--- config.mk ---
export PLATFORM = sky130hd
export DESIGN_NAME = abs_top
export DESIGN_NICKNAME = d
export VERILOG_FILES = /design/src/abs_pkg.sv /design/src/abs_pin_sync.sv /design/src/abs_sample_buffer.sv /design/src/abs_top.sv
export SDC_FILE = /design/constraint.sdc
export NUM_CORES = 1
export LEC_CHECK = 0
export BUFFER_PORTS_ARGS = -buffer_cell sky130_fd_sc_hd__buf_4
export CORE_UTILIZATION = 43
export CTS_CLUSTER_SIZE = 40
export DETAILED_ROUTE_END_ITERATION = 6
export SKIP_LAST_GASP = 1
export SYNTH_ARGS = -nofsm -noshare
export SYNTH_HDL_FRONTEND = slang
export SYNTH_SLANG_ARGS = --single-unit
--- constraint.sdc ---
create_clock -name MCLK_I -period 5.58 [get_ports MCLK_I]
set_clock_uncertainty 0.1 [all_clocks]
set_input_delay 1.116 -clock MCLK_I [delete_from_list [all_inputs] [get_ports MCLK_I]]
set_output_delay 1.116 -clock MCLK_I [all_outputs]
set_load 0.02 [all_outputs]
--- src/abs_pkg.sv ---
/*
 * Shared constants, types and byte-layout helpers for the accelerometer
 * sample buffer read side.
 * Assumes one 125 MHz core clock; every user of it refers to names by scope.
 */
`default_nettype none

package abs_pkg;

	// ************************************************************
	// Register map
	// ************************************************************
	localparam logic [6:0] ADDR_X_A = 7'h04;
	localparam logic [6:0] ADDR_Y_A = 7'h06;
	localparam logic [6:0] ADDR_Y_B = 7'h07;
	localparam logic [6:0] ADDR_Z_A = 7'h08;
	localparam logic [6:0] ADDR_Z_B = 7'h09;
	localparam logic [6:0] ADDR_STATUS = 7'h0b;
	localparam logic [6:0] ADDR_BUF_FIRST = 7'h0c;
	localparam logic [6:0] ADDR_BUF_LAST_FAST = 7'h10;
	localparam logic [6:0] ADDR_BUF_LAST = 7'h11;
	localparam logic [6:0] ADDR_STEP = 7'h01;
	localparam logic [6:0] ADDR_STEP_FAST = 7'h02;

	// ************************************************************
	// Fields, sizes and reset values
	// ************************************************************
	localparam int SAMPLE_W = 12;
	localparam int TRIPLET_W = 36;
	localparam int PTR_W = 5;
	localparam int DEPTH = 32;
	localparam logic [5:0] CNT_FULL = 6'h20;
	localparam logic [5:0] CNT_RESET = 6'h00;
	localparam logic [1:0] MODE_OFF = 2'h0;
	localparam logic [7:0] STATUS_OFF = 8'h00;
	localparam logic [7:0] BYTE_RESET = 8'h00;
	localparam logic [11:0] SAMPLE_RESET = 12'h000;
	localparam logic [2:0] BIT_LAST = 3'h7;
	localparam int STAT_WMRK_BIT = 7;
	localparam int STAT_OVF_BIT = 6;
	localparam int CMD_READ_BIT = 7;

	typedef enum logic [1:0] {PH_IDLE, PH_CMD, PH_DATA} abs_phase_t;

	// Lower address byte of one axis
	function automatic logic [7:0] abs_lo_byte(input logic [11:0] s, input logic be, input logic fast);
		abs_lo_byte = (be | fast) ? s[11:4] : s[7:0];
	endfunction

	// Upper address byte of one axis
	function automatic logic [7:0] abs_hi_byte(input logic [11:0] s, input logic be);
		abs_hi_byte = be ? {s[3:0], 4'h0} : {{4{s[11]}}, s[11:8]};
	endfunction

endpackage

`default_nettype wire

--- src/abs_pin_sync.sv ---
/*
 * Two-stage synchroniser and edge finder for the three serial pins.
 * Assumes the pins are asynchronous to the core clock and change far
 * slower than it (link clock period several core cycles).
 */
`timescale 1ns/1ps
`default_nettype none

module abs_pin_sync (
	input wire logic clk_i,
	input wire logic rst_n_i,
	input wire logic [2:0] pin_i,
	output logic [2:0] lvl_o,
	output logic [2:0] rise_o,
	output logic [2:0] fall_o
);

	// ************************************************************
	// Synchroniser
	// ************************************************************
	logic [2:0] meta;
	logic [2:0] sync;
	logic [2:0] prev;

	// Idle levels: clock low, select high, data low
	always_ff @(posedge clk_i or negedge rst_n_i) begin
		if (!rst_n_i) begin
			meta <= 3'h2;
			sync <= 3'h2;
			prev <= 3'h2;
		end else begin
			meta <= pin_i;
			sync <= meta;
			prev <= sync;
		end
	end

	// Edges come from the second and third stages only
	assign lvl_o = sync;
	assign rise_o = sync & ~prev;
	assign fall_o = ~sync & prev;

endmodule

`default_nettype wire

--- src/abs_sample_buffer.sv ---
/*
 * Sample triplet buffer, FIFO order, 32 entries, with count, overflow
 * and watermark flags.
 * Assumes push, pop, flush and configuration come from the core clock.
 */
`timescale 1ns/1ps
`default_nettype none

module abs_sample_buffer (
	input wire logic clk_i,
	input wire logic rst_n_i,
	input wire logic mode_on_i,
	input wire logic flush_i,
	input wire logic [5:0] level_i,
	input wire logic push_i,
	input wire logic [35:0] data_i,
	input wire logic pop_i,
	output logic [35:0] head_o,
	output logic [5:0] count_o,
	output logic ovf_o,
	output logic wmrk_o
);

	logic [35:0] mem [abs_pkg::DEPTH];
	logic [4:0] wr_ptr;
	logic [4:0] rd_ptr;
	logic [5:0] next_count;
	logic [4:0] next_wr_ptr;
	logic [4:0] next_rd_ptr;
	logic next_ovf;
	wire full = (count_o == abs_pkg::CNT_FULL);
	wire clear = flush_i | ~mode_on_i;
	wire do_pop = pop_i & mode_on_i & (count_o != abs_pkg::CNT_RESET) & ~flush_i;
	// A pop in the same cycle frees a slot, so the arrival is kept
	wire accept = push_i & mode_on_i & (~full | do_pop | flush_i);
	wire ovf_evt = push_i & mode_on_i & full & ~do_pop & ~flush_i;
	wire [4:0] wr_slot = clear ? 5'h00 : wr_ptr;

	// ************************************************************
	// Next state
	// ************************************************************
	assign next_count = clear ? {5'h00, accept} : count_o + {5'h00, accept} - {5'h00, do_pop};
	assign next_wr_ptr = wr_slot + {4'h0, accept};
	assign next_rd_ptr = clear ? 5'h00 : rd_ptr + {4'h0, do_pop};
	// A clear or pop of the same cycle wins over an overflowing arrival
	assign next_ovf = ovf_evt | (ovf_o & ~clear & ~do_pop);
	assign head_o = mem[rd_ptr];

	always_ff @(posedge clk_i or negedge rst_n_i) begin
		if (!rst_n_i) begin
			count_o <= abs_pkg::CNT_RESET;
			wr_ptr <= 5'h00;
			rd_ptr <= 5'h00;
			ovf_o <= 1'b0;
			wmrk_o <= 1'b0;
		end else begin
			count_o <= next_count;
			wr_ptr <= next_wr_ptr;
			rd_ptr <= next_rd_ptr;
			ovf_o <= next_ovf;
			wmrk_o <= mode_on_i & (next_count >= level_i);
		end
	end

	always_ff @(posedge clk_i) begin
		if (accept) begin
			mem[wr_slot] <= data_i;
		end
	end
endmodule

`default_nettype wire

--- src/abs_top.sv ---
/*
 * Read side of the accelerometer output data and sample buffer: serial
 * register port, output data registers, buffer status and burst drain.
 * A sample leaves the buffer only once its last byte has been shifted out.
 * Assumes sample and configuration inputs are on the core clock and the
 * serial pins are asynchronous, mode 0, with the link clock far slower.
 */
// Behaviour
// - Big-endian: lower axis address returns sample bits 11 to 4.
// - Big-endian: upper address holds bits 3 to 0 high, low nibble zero.
// - Buffer mode off: status register always reads zero.
// - Status: watermark bit 7, overflow bit 6, count bits 5 to 0, reset zero.
// - Watermark set while stored count is at or above the level.
// - Watermark clears once reads take the count below the level.
// - Flush clears the watermark.
// - Mode off disables buffer, drops contents, clears watermark.
// - Burst from status returns status then sample bytes, draining the buffer.
// - Watermark event can drive either interrupt pin when enabled.
// - Count runs 0 to 32; arrival at 32 keeps 32, sets overflow.
// - Overflow clears on a sample read, flush, or disable.
// - Endianness select one gives big-endian; reset default little-endian.
// - Fast read skips upper bytes; upper bits sit at lower address.
`timescale 1ns/1ps
`default_nettype none

module abs_top (
	input wire logic MCLK_I,
	input wire logic ARST_N_I,
	input wire logic SPI_SCLK_I,
	input wire logic SPI_CS_N_I,
	input wire logic SPI_MOSI_I,
	output logic SPI_MISO_O,
	output logic SPI_MISO_OE_O,
	input wire logic SAMPLE_VALID_I,
	input wire logic [11:0] SAMPLE_X_I,
	input wire logic [11:0] SAMPLE_Y_I,
	input wire logic [11:0] SAMPLE_Z_I,
	input wire logic [1:0] BUFFER_MODE_I,
	input wire logic [5:0] WATERMARK_LEVEL_I,
	input wire logic BUFFER_FLUSH_I,
	input wire logic ENDIANNESS_SELECT_I,
	input wire logic FAST_READ_I,
	input wire logic WATERMARK_INT_EN_I,
	input wire logic WATERMARK_INT_ROUTE_I,
	output logic INTERRUPT_PIN_ONE_O,
	output logic INTERRUPT_PIN_TWO_O
);

	// ************************************************************
	// Pin sampling
	// ************************************************************
	wire [2:0] pin_lvl;
	wire [2:0] pin_rise;
	wire [2:0] pin_fall;

	abs_pin_sync u_sync (
		.clk_i(MCLK_I),
		.rst_n_i(ARST_N_I),
		.pin_i({SPI_MOSI_I, SPI_CS_N_I, SPI_SCLK_I}),
		.lvl_o(pin_lvl),
		.rise_o(pin_rise),
		.fall_o(pin_fall)
	);

	wire sclk_rise = pin_rise[0];
	wire sclk_fall = pin_fall[0];
	wire cs_active = ~pin_lvl[1];
	wire mosi = pin_lvl[2];

	// ************************************************************
	// Output data registers
	// ************************************************************
	logic [11:0] out_x;
	logic [11:0] out_y;
	logic [11:0] out_z;

	always_ff @(posedge MCLK_I or negedge ARST_N_I) begin
		if (!ARST_N_I) begin
			out_x <= abs_pkg::SAMPLE_RESET;
			out_y <= abs_pkg::SAMPLE_RESET;
			out_z <= abs_pkg::SAMPLE_RESET;
		end else if (SAMPLE_VALID_I) begin
			out_x <= SAMPLE_X_I;
			out_y <= SAMPLE_Y_I;
			out_z <= SAMPLE_Z_I;
		end
	end

	// ************************************************************
	// Sample buffer
	// ************************************************************
	wire mode_on = (BUFFER_MODE_I != abs_pkg::MODE_OFF);
	wire [35:0] head;
	wire [5:0] count;
	wire ovf;
	wire wmrk;
	wire pop_req;

	abs_sample_buffer u_buf (
		.clk_i(MCLK_I),
		.rst_n_i(ARST_N_I),
		.mode_on_i(mode_on),
		.flush_i(BUFFER_FLUSH_I),
		.level_i(WATERMARK_LEVEL_I),
		.push_i(SAMPLE_VALID_I),
		.data_i({SAMPLE_Z_I, SAMPLE_Y_I, SAMPLE_X_I}),
		.pop_i(pop_req),
		.head_o(head),
		.count_o(count),
		.ovf_o(ovf),
		.wmrk_o(wmrk)
	);

	wire [11:0] head_x = head[11:0];
	wire [11:0] head_y = head[23:12];
	wire [11:0] head_z = head[35:24];

	// ************************************************************
	// Register read selection
	// ************************************************************
	abs_pkg::abs_phase_t phase;
	logic [7:0] rx;
	logic [7:0] tx;
	logic [6:0] addr;
	logic [2:0] bit_cnt;
	logic byte_done;
	logic read_en;
	logic miso_oe;

	wire be = ENDIANNESS_SELECT_I;
	wire fast = FAST_READ_I;
	wire [6:0] last_addr = fast ? abs_pkg::ADDR_BUF_LAST_FAST : abs_pkg::ADDR_BUF_LAST;

	// Auto-increment; the buffer window wraps so one burst walks all samples
	function automatic logic [6:0] abs_advance(input logic [6:0] a, input logic f, input logic [6:0] last);
		logic in_data;
		in_data = (a >= abs_pkg::ADDR_X_A && a <= abs_pkg::ADDR_Z_B)
			|| (a >= abs_pkg::ADDR_BUF_FIRST && a <= abs_pkg::ADDR_BUF_LAST);
		if (a == last) begin
			abs_advance = abs_pkg::ADDR_BUF_FIRST;
		end else if (f && in_data) begin
			abs_advance = a + abs_pkg::ADDR_STEP_FAST;
		end else begin
			abs_advance = a + abs_pkg::ADDR_STEP;
		end
	endfunction

	wire in_cmd = (phase == abs_pkg::PH_CMD);
	wire [6:0] load_addr = in_cmd ? rx[6:0] : abs_advance(addr, fast, last_addr);
	wire load_read = in_cmd ? rx[abs_pkg::CMD_READ_BIT] : read_en;
	wire load = sclk_fall & cs_active & byte_done & (phase != abs_pkg::PH_IDLE) & load_read;

	// Disabled buffer hides every flag, the count included
	wire [7:0] status_byte = mode_on ? {wmrk, ovf, count} : abs_pkg::STATUS_OFF;

	wire [7:0] rd_byte =
		(load_addr == abs_pkg::ADDR_X_A) ? abs_pkg::abs_lo_byte(out_x, be, fast) :
		(load_addr == abs_pkg::ADDR_X_A + 7'h01) ? abs_pkg::abs_hi_byte(out_x, be) :
		(load_addr == abs_pkg::ADDR_Y_A) ? abs_pkg::abs_lo_byte(out_y, be, fast) :
		(load_addr == abs_pkg::ADDR_Y_B) ? abs_pkg::abs_hi_byte(out_y, be) :
		(load_addr == abs_pkg::ADDR_Z_A) ? abs_pkg::abs_lo_byte(out_z, be, fast) :
		(load_addr == abs_pkg::ADDR_Z_B) ? abs_pkg::abs_hi_byte(out_z, be) :
		(load_addr == abs_pkg::ADDR_STATUS) ? status_byte :
		(load_addr == abs_pkg::ADDR_BUF_FIRST) ? abs_pkg::abs_lo_byte(head_x, be, fast) :
		(load_addr == abs_pkg::ADDR_BUF_FIRST + 7'h01) ? abs_pkg::abs_hi_byte(head_x, be) :
		(load_addr == abs_pkg::ADDR_BUF_FIRST + 7'h02) ? abs_pkg::abs_lo_byte(head_y, be, fast) :
		(load_addr == abs_pkg::ADDR_BUF_FIRST + 7'h03) ? abs_pkg::abs_hi_byte(head_y, be) :
		(load_addr == abs_pkg::ADDR_BUF_LAST_FAST) ? abs_pkg::abs_lo_byte(head_z, be, fast) :
		(load_addr == abs_pkg::ADDR_BUF_LAST) ? abs_pkg::abs_hi_byte(head_z, be) :
		abs_pkg::BYTE_RESET;

	// Pop only after the host has clocked out the last bit of a sample's
	// final byte: a frame cut short, or the closing clock fall that loads
	// the byte after it, must never drop an unread sample. Nothing else is
	// touched by a read
	wire last_shift = sclk_rise & cs_active & read_en & (phase == abs_pkg::PH_DATA)
		& (bit_cnt == abs_pkg::BIT_LAST);
	assign pop_req = last_shift & (addr == last_addr);

	// ************************************************************
	// Serial port
	// ************************************************************
	always_ff @(posedge MCLK_I or negedge ARST_N_I) begin
		if (!ARST_N_I) begin
			phase <= abs_pkg::PH_IDLE;
			rx <= abs_pkg::BYTE_RESET;
			tx <= abs_pkg::BYTE_RESET;
			addr <= 7'h00;
			bit_cnt <= 3'h0;
			byte_done <= 1'b0;
			read_en <= 1'b0;
			miso_oe <= 1'b0;
		end else if (!cs_active) begin
			phase <= abs_pkg::PH_IDLE;
			miso_oe <= 1'b0;
			byte_done <= 1'b0;
			bit_cnt <= 3'h0;
		end else begin
			case (phase)
				abs_pkg::PH_IDLE: begin
					phase <= abs_pkg::PH_CMD;
					bit_cnt <= 3'h0;
					byte_done <= 1'b0;
				end
				abs_pkg::PH_CMD, abs_pkg::PH_DATA: begin
					if (sclk_rise) begin
						rx <= {rx[6:0], mosi};
						bit_cnt <= bit_cnt + 3'h1;
						byte_done <= (bit_cnt == abs_pkg::BIT_LAST);
					end else if (sclk_fall && byte_done) begin
						byte_done <= 1'b0;
						addr <= load_addr;
						phase <= abs_pkg::PH_DATA;
						if (in_cmd) begin
							read_en <= rx[abs_pkg::CMD_READ_BIT];
							miso_oe <= rx[abs_pkg::CMD_READ_BIT];
						end
						if (load) begin
							tx <= rd_byte;
						end
					end else if (sclk_fall) begin
						tx <= {tx[6:0], 1'b0};
					end
				end
				default: begin
					phase <= abs_pkg::PH_IDLE;
				end
			endcase
		end
	end

	assign SPI_MISO_O = tx[7];
	assign SPI_MISO_OE_O = miso_oe;

	// ************************************************************
	// Interrupt routing
	// ************************************************************
	logic int_one;
	logic int_two;

	always_ff @(posedge MCLK_I or negedge ARST_N_I) begin
		if (!ARST_N_I) begin
			int_one <= 1'b0;
			int_two <= 1'b0;
		end else begin
			int_one <= WATERMARK_INT_EN_I & ~WATERMARK_INT_ROUTE_I & wmrk;
			int_two <= WATERMARK_INT_EN_I & WATERMARK_INT_ROUTE_I & wmrk;
		end
	end

	assign INTERRUPT_PIN_ONE_O = int_one;
	assign INTERRUPT_PIN_TWO_O = int_two;
endmodule

`default_nettype wire

==> metrics.txt, run 1 <==
Main synth FF type edfxtp_1; PnR Total Power 19.94 mW; Hold Buf Count CTS 0; pin count of the biggest net entering global routing 59; vias 28110; register bit count reported by yosys 1246; Post-Synthesis Cells 2746; clock sinks 1246; CP max stage cell or3_1; Worst Hold End u_sync.lvl_o[2]$_DFF_PN0_; Die W 345.2 um; status finished, final reports clean; Synth Area in XOR/XNOR 0.2421%; Synth Warn # 0; fillers 9315; Tightest Pin Transition 1.001 ns; DIE HEIGHT 345.2 um; nature of the critical path endpoint flip-flop; Yosys top cell by area edfxtp_1; Final Slew Violations 0; Clock Pin Slew Worst Setup and Hold Paths 0.06 ns; area grow syn2layout 14.69%; reg-to-reg startpoint addr[1]$_DFFE_PN0P_; min setup slack post-route 1.201 ns; Buffers on Ports 58; Power Dens Cells 343.3 mW/mm^2; reg2reg end tx[5]$_DFFE_PN0P_; worst stage delay on the critical path 0.54 ns; Post-synth ARST share 7.544%; Post-Syn Area 0.05064 mm^2; First-pass DRT Iterations 6; number of buffers added for setup after CTS 0; Max Root-Sink Buffers 3; worst hold-check path type reg2reg; Peak VDD IR 295.5 uV; CP Max Fanout 9; Final Cycle Share 78.47%; most frequent cell after synthesis edfxtp_1; crit-path cells inv_1, ha_1, a21boi_1, or3_1, a31oi_1, a22o_1, nand2_1, nor3_1, buf_4, o21bai_1, o2111ai_1, o21ai_0, a21oi_1; pre-CTS setup slack 0.7856 ns; antenna violations before repair 1; vias in the first global route 28450; worst reg-to-reg setup slack 1.20 ns; WS Path Type reg2reg; setup violators final 0; GP Congestion 0.8613; Worst slew margin 33.26%; hold slack final 0.2574 ns; Synth Area in Compound Gates 5.379%; Critical Path AT 4.89 ns; Final Cell Area 0.05808 mm^2; Final Hold Violating Endpoints 0; share of the synthesized area in the top cell type 68.32%; Yosys cell types 88; RSZ-0062 raised after global routing false; GRT overflow 0; Synth Area per Inst 18.44 um^2; Post-synth top cells edfxtp_1 (1152), mux4_2 (251), nand2_1 (163), nor2_1 (124), mux2i_1 (113); R2R depth 13; clk_lat worst skew 0.74 ns; MaxCap Viol Count 0; first-pass GRT wire length 209000 um; fmax 228.4 MHz; I/O pin total 59; TritonCTS clock tree done; core area 0.1165 mm^2; largest family of logic cells by synthesized area multiplexers; minimum clock period 4.379 ns; WHS Path Cells 0; simple-gate portion of the synthesized area 4.178%; post-synthesis mux area share 14.66%; family with the most delay on the worst path compound AO/OA/AOI/OAI gates; post-synthesis sequential area ratio 72.97%; adder-cell area share of the yosys netlist 0.8302%; Placed Area 0.05382 mm^2; routed wire length 146200 um; Crit path buffers/inverters 2; Vias/cell 6.207; kind of launch point of the worst setup path flip-flop; Root Buffer clkbuf_16; top post-synthesis cells by area edfxtp_1 (68%), mux4_2 (11%), dfrtp_1 (4.5%); htree depth 4; Initial Util 43.46%; DRT iter0 DRCs 3404; DR WL/cell 32.28 um; Final #Nets 2984; share of cells above drive strength 1 24.54%; die footprint 0.1191 mm^2; LEAKAGE 18.50 nW; Antenna Nets Post-Route 0; number of synthesized flops with an enable pin 1152; GRT Total Usage 24.57%; HPWL after detailed placement 84110 um; # rows 125; post-CTS resize count 0; HP Start u_sync.meta[2]$_DFF_PN0_; DRC viols 0; Crit path required time 6.09 ns; setup_tns 0 ns; syn nets 2834; CTS buffer count 131
## power breakdown
group | leakage (nW) | switching (mW) | total, mW | internal (mW)
clock | 2.07 | 3.63 | 8.64 | 5.02
sequential | 11.5 | 0.113 | 10.4 | 10.3
combinational | 4.89 | 0.594 | 0.874 | 0.280
total | 18.5 | 4.33 | 19.9 | 15.6
## sequential cells by signal (all words and copies together), names as in the netlist, 6 cells and up
name	cells
u_buf.mem	1152
u_buf.count_o	6
rx	8
addr	7
tx	8
out_y	12
out_x	12
out_z	12
## cells by family (layout without fill, tap and decap cells)
kind of cell | after synthesis | count (layout)
AOI/OAI and AO/OA | 396 | 396
adders and majority gates | 33 | 33
DFF | 1246 | 1246
other | 0 | 1
and+or+nand+nor | 448 | 448
muxes | 421 | 421
buffers and inverters | 188 | 445
xor gates and xnor gates | 14 | 14
## cells in the final DEF (no fill, tap or decap), types with 12 or more instances in the layout
cell / count
nand2b_1: 19
mux4_2: 251
inv_1: 29
ha_1: 32
nand2_1: 162
a21oi_1: 103
buf_4: 136
a32oi_1: 16
edfxtp_1: 1152
o21ai_0: 44
nor3_1: 23
clkbuf_16: 137
clkbuf_1: 27
a22oi_1: 38
nor2b_1: 12
o22ai_1: 27
nor2_4: 33
mux2i_1: 113
buf_12: 37
nand3_1: 24
nand4_1: 14
a31oi_1: 25
clkinv_2: 20
nor2_1: 90
o221ai_1: 26
dfrtp_1: 87
nor4_1: 14
a221oi_1: 23
clkinv_1: 27
mux2_2: 57
## how the worst max path moves through the flow
stage / start / endpoint / slack, ns / cells after the start
4_1_cts: u_buf.rd_ptr[0]$_DFF_PN0_ / tx[4]$_DFFE_PN0P_ / 1.19 / 13
3_5_place_dp: BUFFER_FLUSH_I / u_buf.wmrk_o$_DFF_PN0_ / 0.79 / 19
3_3_place_gp: FAST_READ_I / u_buf.wmrk_o$_DFF_PN0_ / 0.74 / 21
5_1_grt: addr[1]$_DFFE_PN0P_ / tx[1]$_DFFE_PN0P_ / 0.91 / 12
2_1_floorplan: BUFFER_MODE_I[1] / u_buf.mem[31][0]$_DFFE_PP_ / 1.00 / 8
6_report: addr[1]$_DFFE_PN0P_ / tx[5]$_DFFE_PN0P_ / 1.20 / 13
## stage by stage
step	util, %	std cells
floorplan	-	2746
global placement	46.19	4287
detailed placement	46.19	4287
CTS	49.84	4527
global route	49.84	4528
finish	49.84	4528
## metal layers
layer,GRT usage [%],wire length [um],up-vias
li1,-,-,11520
met1,34.44,61520,15180
met2,40.09,71300,1208
met3,3.915,10160,201
met4,6.514,3182,0
met5,0,0,-
## cell type report
type | instances | area [um^2] | area share [%]
antenna | 1 | 2.502 | 0.004309
clock buffer | 167 | 3571 | 6.148
clock inverter | 73 | 680.7 | 1.172
inverter | 32 | 122.6 | 0.2111
multi-input combinational | 1312 | 13070 | 22.51
sequential | 1246 | 36960 | 63.64
tap | 1524 | 1907 | 3.283
timing repair buffer | 173 | 1762 | 3.033
## worst register-to-register path, delay by kind of cell (launching register included)
family                     cells  cell delay (ns)
AOI/OAI and AO/OA              7             1.82
DFF                            1             0.50
buffers and inverters          2             0.35
and+or+nand+nor                3             1.28
adders and majority gates      1             0.22
Power figures use the tool's default switching activity.
==> run 2: changes to the inputs <==
==> constraint.sdc (replaced) <==
create_clock -name MCLK_I -period 4.2 [get_ports MCLK_I]
set_clock_uncertainty 0.1 [all_clocks]
set_input_delay 0.84 -clock MCLK_I [delete_from_list [all_inputs] [get_ports MCLK_I]]
set_output_delay 0.84 -clock MCLK_I [all_outputs]
set_load 0.02 [all_outputs]
==> run 2 against run 1 <==
Total power increased by 34%. Non-clock buffer count rose by 126. Final area increased by 2.2%. Critical path depth increased by 2. Largest power group unchanged. Via count increased by 2.1%. Utilization grew 1.1 points. Sequential share of layout area fell by 1.4 points. Highest routed layer unchanged.
==> metrics.txt, run 2 (same netlist as run 1, synthesis figures left out) <==
routed wire length 149800 um (+2.5%); vias in the first global route 28970 (+1.8%); Peak VDD IR 392.7 uV (+33%); most frequent cells in the layout edfxtp_1 (1152), mux4_2 (251), buf_4 (241); Final Cycle Share 97.15% (+19 points); Root Buffer clkbuf_16; HPWL after detailed placement 89890 um (+6.9%); CP Max Fanout 7 (-2); WS Path Type reg2reg; setup violators final 0 (unchanged); worst hold-check path type in2reg; Placed Area 0.05493 mm^2 (+2.0%); die footprint 0.1191 mm^2 (unchanged); htree depth 4 (unchanged); First-pass DRT Iterations 6 (unchanged); fmax 245.1 MHz (+7.3%); Power Dens Cells 450.2 mW/mm^2 (+31%); TritonCTS clock tree done; Crit path required time 4.75 ns (-1.34 ns); CTS buffer count 133 (+1.5%); Die W 345.2 um (unchanged); Final Hold Violating Endpoints 0 (unchanged); clk_lat worst skew 0.74 ns (about the same); Initial Util 43.46% (unchanged); Final #Nets 3112 (+4.3%); setup_tns 0 ns (unchanged); Vias/cell 6.166 (-0.67%); nature of the critical path endpoint flip-flop; I/O pin total 59 (unchanged); antenna violations before repair 5 (+4); number of flip-flops in the largest register 1152 (unchanged); worst reg-to-reg setup slack 0.12 ns (-1.08 ns); first-pass GRT wire length 213000 um (+1.9%); DRT iter0 DRCs 3082 (-9.5%); most common cell after layout, fill and taps aside edfxtp_1; # rows 125 (unchanged); DR WL/cell 32.18 um (-0.31%); minimum clock period 4.080 ns (-0.2982 ns); Critical Path AT 4.63 ns (-0.26 ns); DIE HEIGHT 345.2 um (unchanged); kind of launch point of the worst setup path flip-flop; vias 28710 (+2.1%); largest register by flop count u_buf.mem; Worst slew margin 36.25% (+3.0 points); Clock Pin Slew Worst Setup and Hold Paths 0.06 ns (about the same); clock sinks 1246 (unchanged); share of cells above drive strength 1 27.72% (+3.2 points); GP Congestion 0.9138 (+6.1%); pin count of the biggest net entering global routing 49 (-17%); GRT overflow 0 (unchanged); Final Slew Violations 0 (unchanged); Tightest Pin Transition 0.9563 ns (-0.04480 ns); Final Cell Area 0.05936 mm^2 (+2.2%); Max Root-Sink Buffers 3 (unchanged); GRT Total Usage 25.13% (+0.56 points); status finished, final reports clean; core area 0.1165 mm^2 (unchanged); Buffers on Ports 58 (unchanged); Antenna Nets Post-Route 0 (unchanged); MaxCap Viol Count 0 (unchanged); DRC viols 0 (unchanged); hold slack final 0.1072 ns (-0.1502 ns); Hold Buf Count CTS 0 (unchanged); RSZ-0062 raised after global routing false; area grow syn2layout 17.23%; LEAKAGE 19.25 nW (+4.0%)
[run 2: path summary, 6_finish.rpt]
kind                                          startpoint                   endpoint  cells after the start
max in group asynchronous                       ARST_N_I  u_sync.lvl_o[1]$_DFF_PN1_                      2
worst min register to register  u_sync.meta[2]$_DFF_PN0_  u_sync.lvl_o[2]$_DFF_PN0_                      0
worst min-delay path                          SPI_MOSI_I   u_sync.meta[2]$_DFF_PN0_                      1
worst max-delay path                 addr[1]$_DFFE_PN0P_          tx[5]$_DFFE_PN0P_                     15
min in group asynchronous                       ARST_N_I          tx[1]$_DFFE_PN0P_                      1
worst max register to register       addr[1]$_DFFE_PN0P_          tx[5]$_DFFE_PN0P_                     15
[run 2: what timing repair did]
action | CTS | global route
endpoints found under the hold margin | 0 | 0
setup buffers | 0 | 12
setup endpoints to repair | 0 | 7
resized for setup | 0 | 5
[run 2: power by group]
group / switching [mW] / internal (mW) / leakage [nW]
clock: 4.83 / 6.78 / 2.11
sequential: 0.145 / 13.7 / 11.5
combinational: 0.826 / 0.442 / 5.60
[run 2: worst max-delay path, stage by stage, from the launching register on]
cell and delay [ns]:
dfrtp_1 0.33, buf_4 0.15, inv_1 0.10, ha_1 0.20
a21boi_1 0.15, or3_1 0.52, a21o_1 0.24, a211oi_1 0.37
nor3_1 0.10, or4_1 0.66, buf_4 0.21, o22ai_1 0.14
o31a_1 0.22, o21ai_0 0.17, buf_4 0.17, a21oi_1 0.13
[run 2: layer usage]
layer  GRT usage, %  vias up  part of all wire [%]
met5              0        -                     0
met2          40.64     1294                    48
met3          4.766      224                   8.2
met1          34.84    15380                    41
met4          7.143        0                   2.4
li1               -    11810                     -
[run 2: layout make-up]
| cell class | count | area, um^2 |
|---|---|---|
| antenna | 1 | 2.502 |
| clock buffer | 165 | 3562 |
| clock inverter | 77 | 735.7 |
| fill | 9287 | 57150 |
| inverter | 32 | 122.6 |
| multi-input combinational | 1312 | 13110 |
| sequential | 1246 | 36960 |
| tap | 1524 | 1907 |
| timing repair buffer | 299 | 2970 |
[run 2: metrics by stage]
stage | std cells | total power, mW | worst slack [ns] | util, %
2_1_floorplan | 2746 | 14.62 | -0.1020 | -
3_3_place_gp | 4401 | 15.32 | -0.2017 | 47.14
3_5_place_dp | 4401 | 15.36 | -0.1848 | 47.14
4_1_cts | 4643 | 26.90 | 0.04854 | 50.83
5_1_grt | 4656 | 27.48 | 0.02427 | 50.95
6_report | 4656 | 26.73 | 0.1196 | 50.95
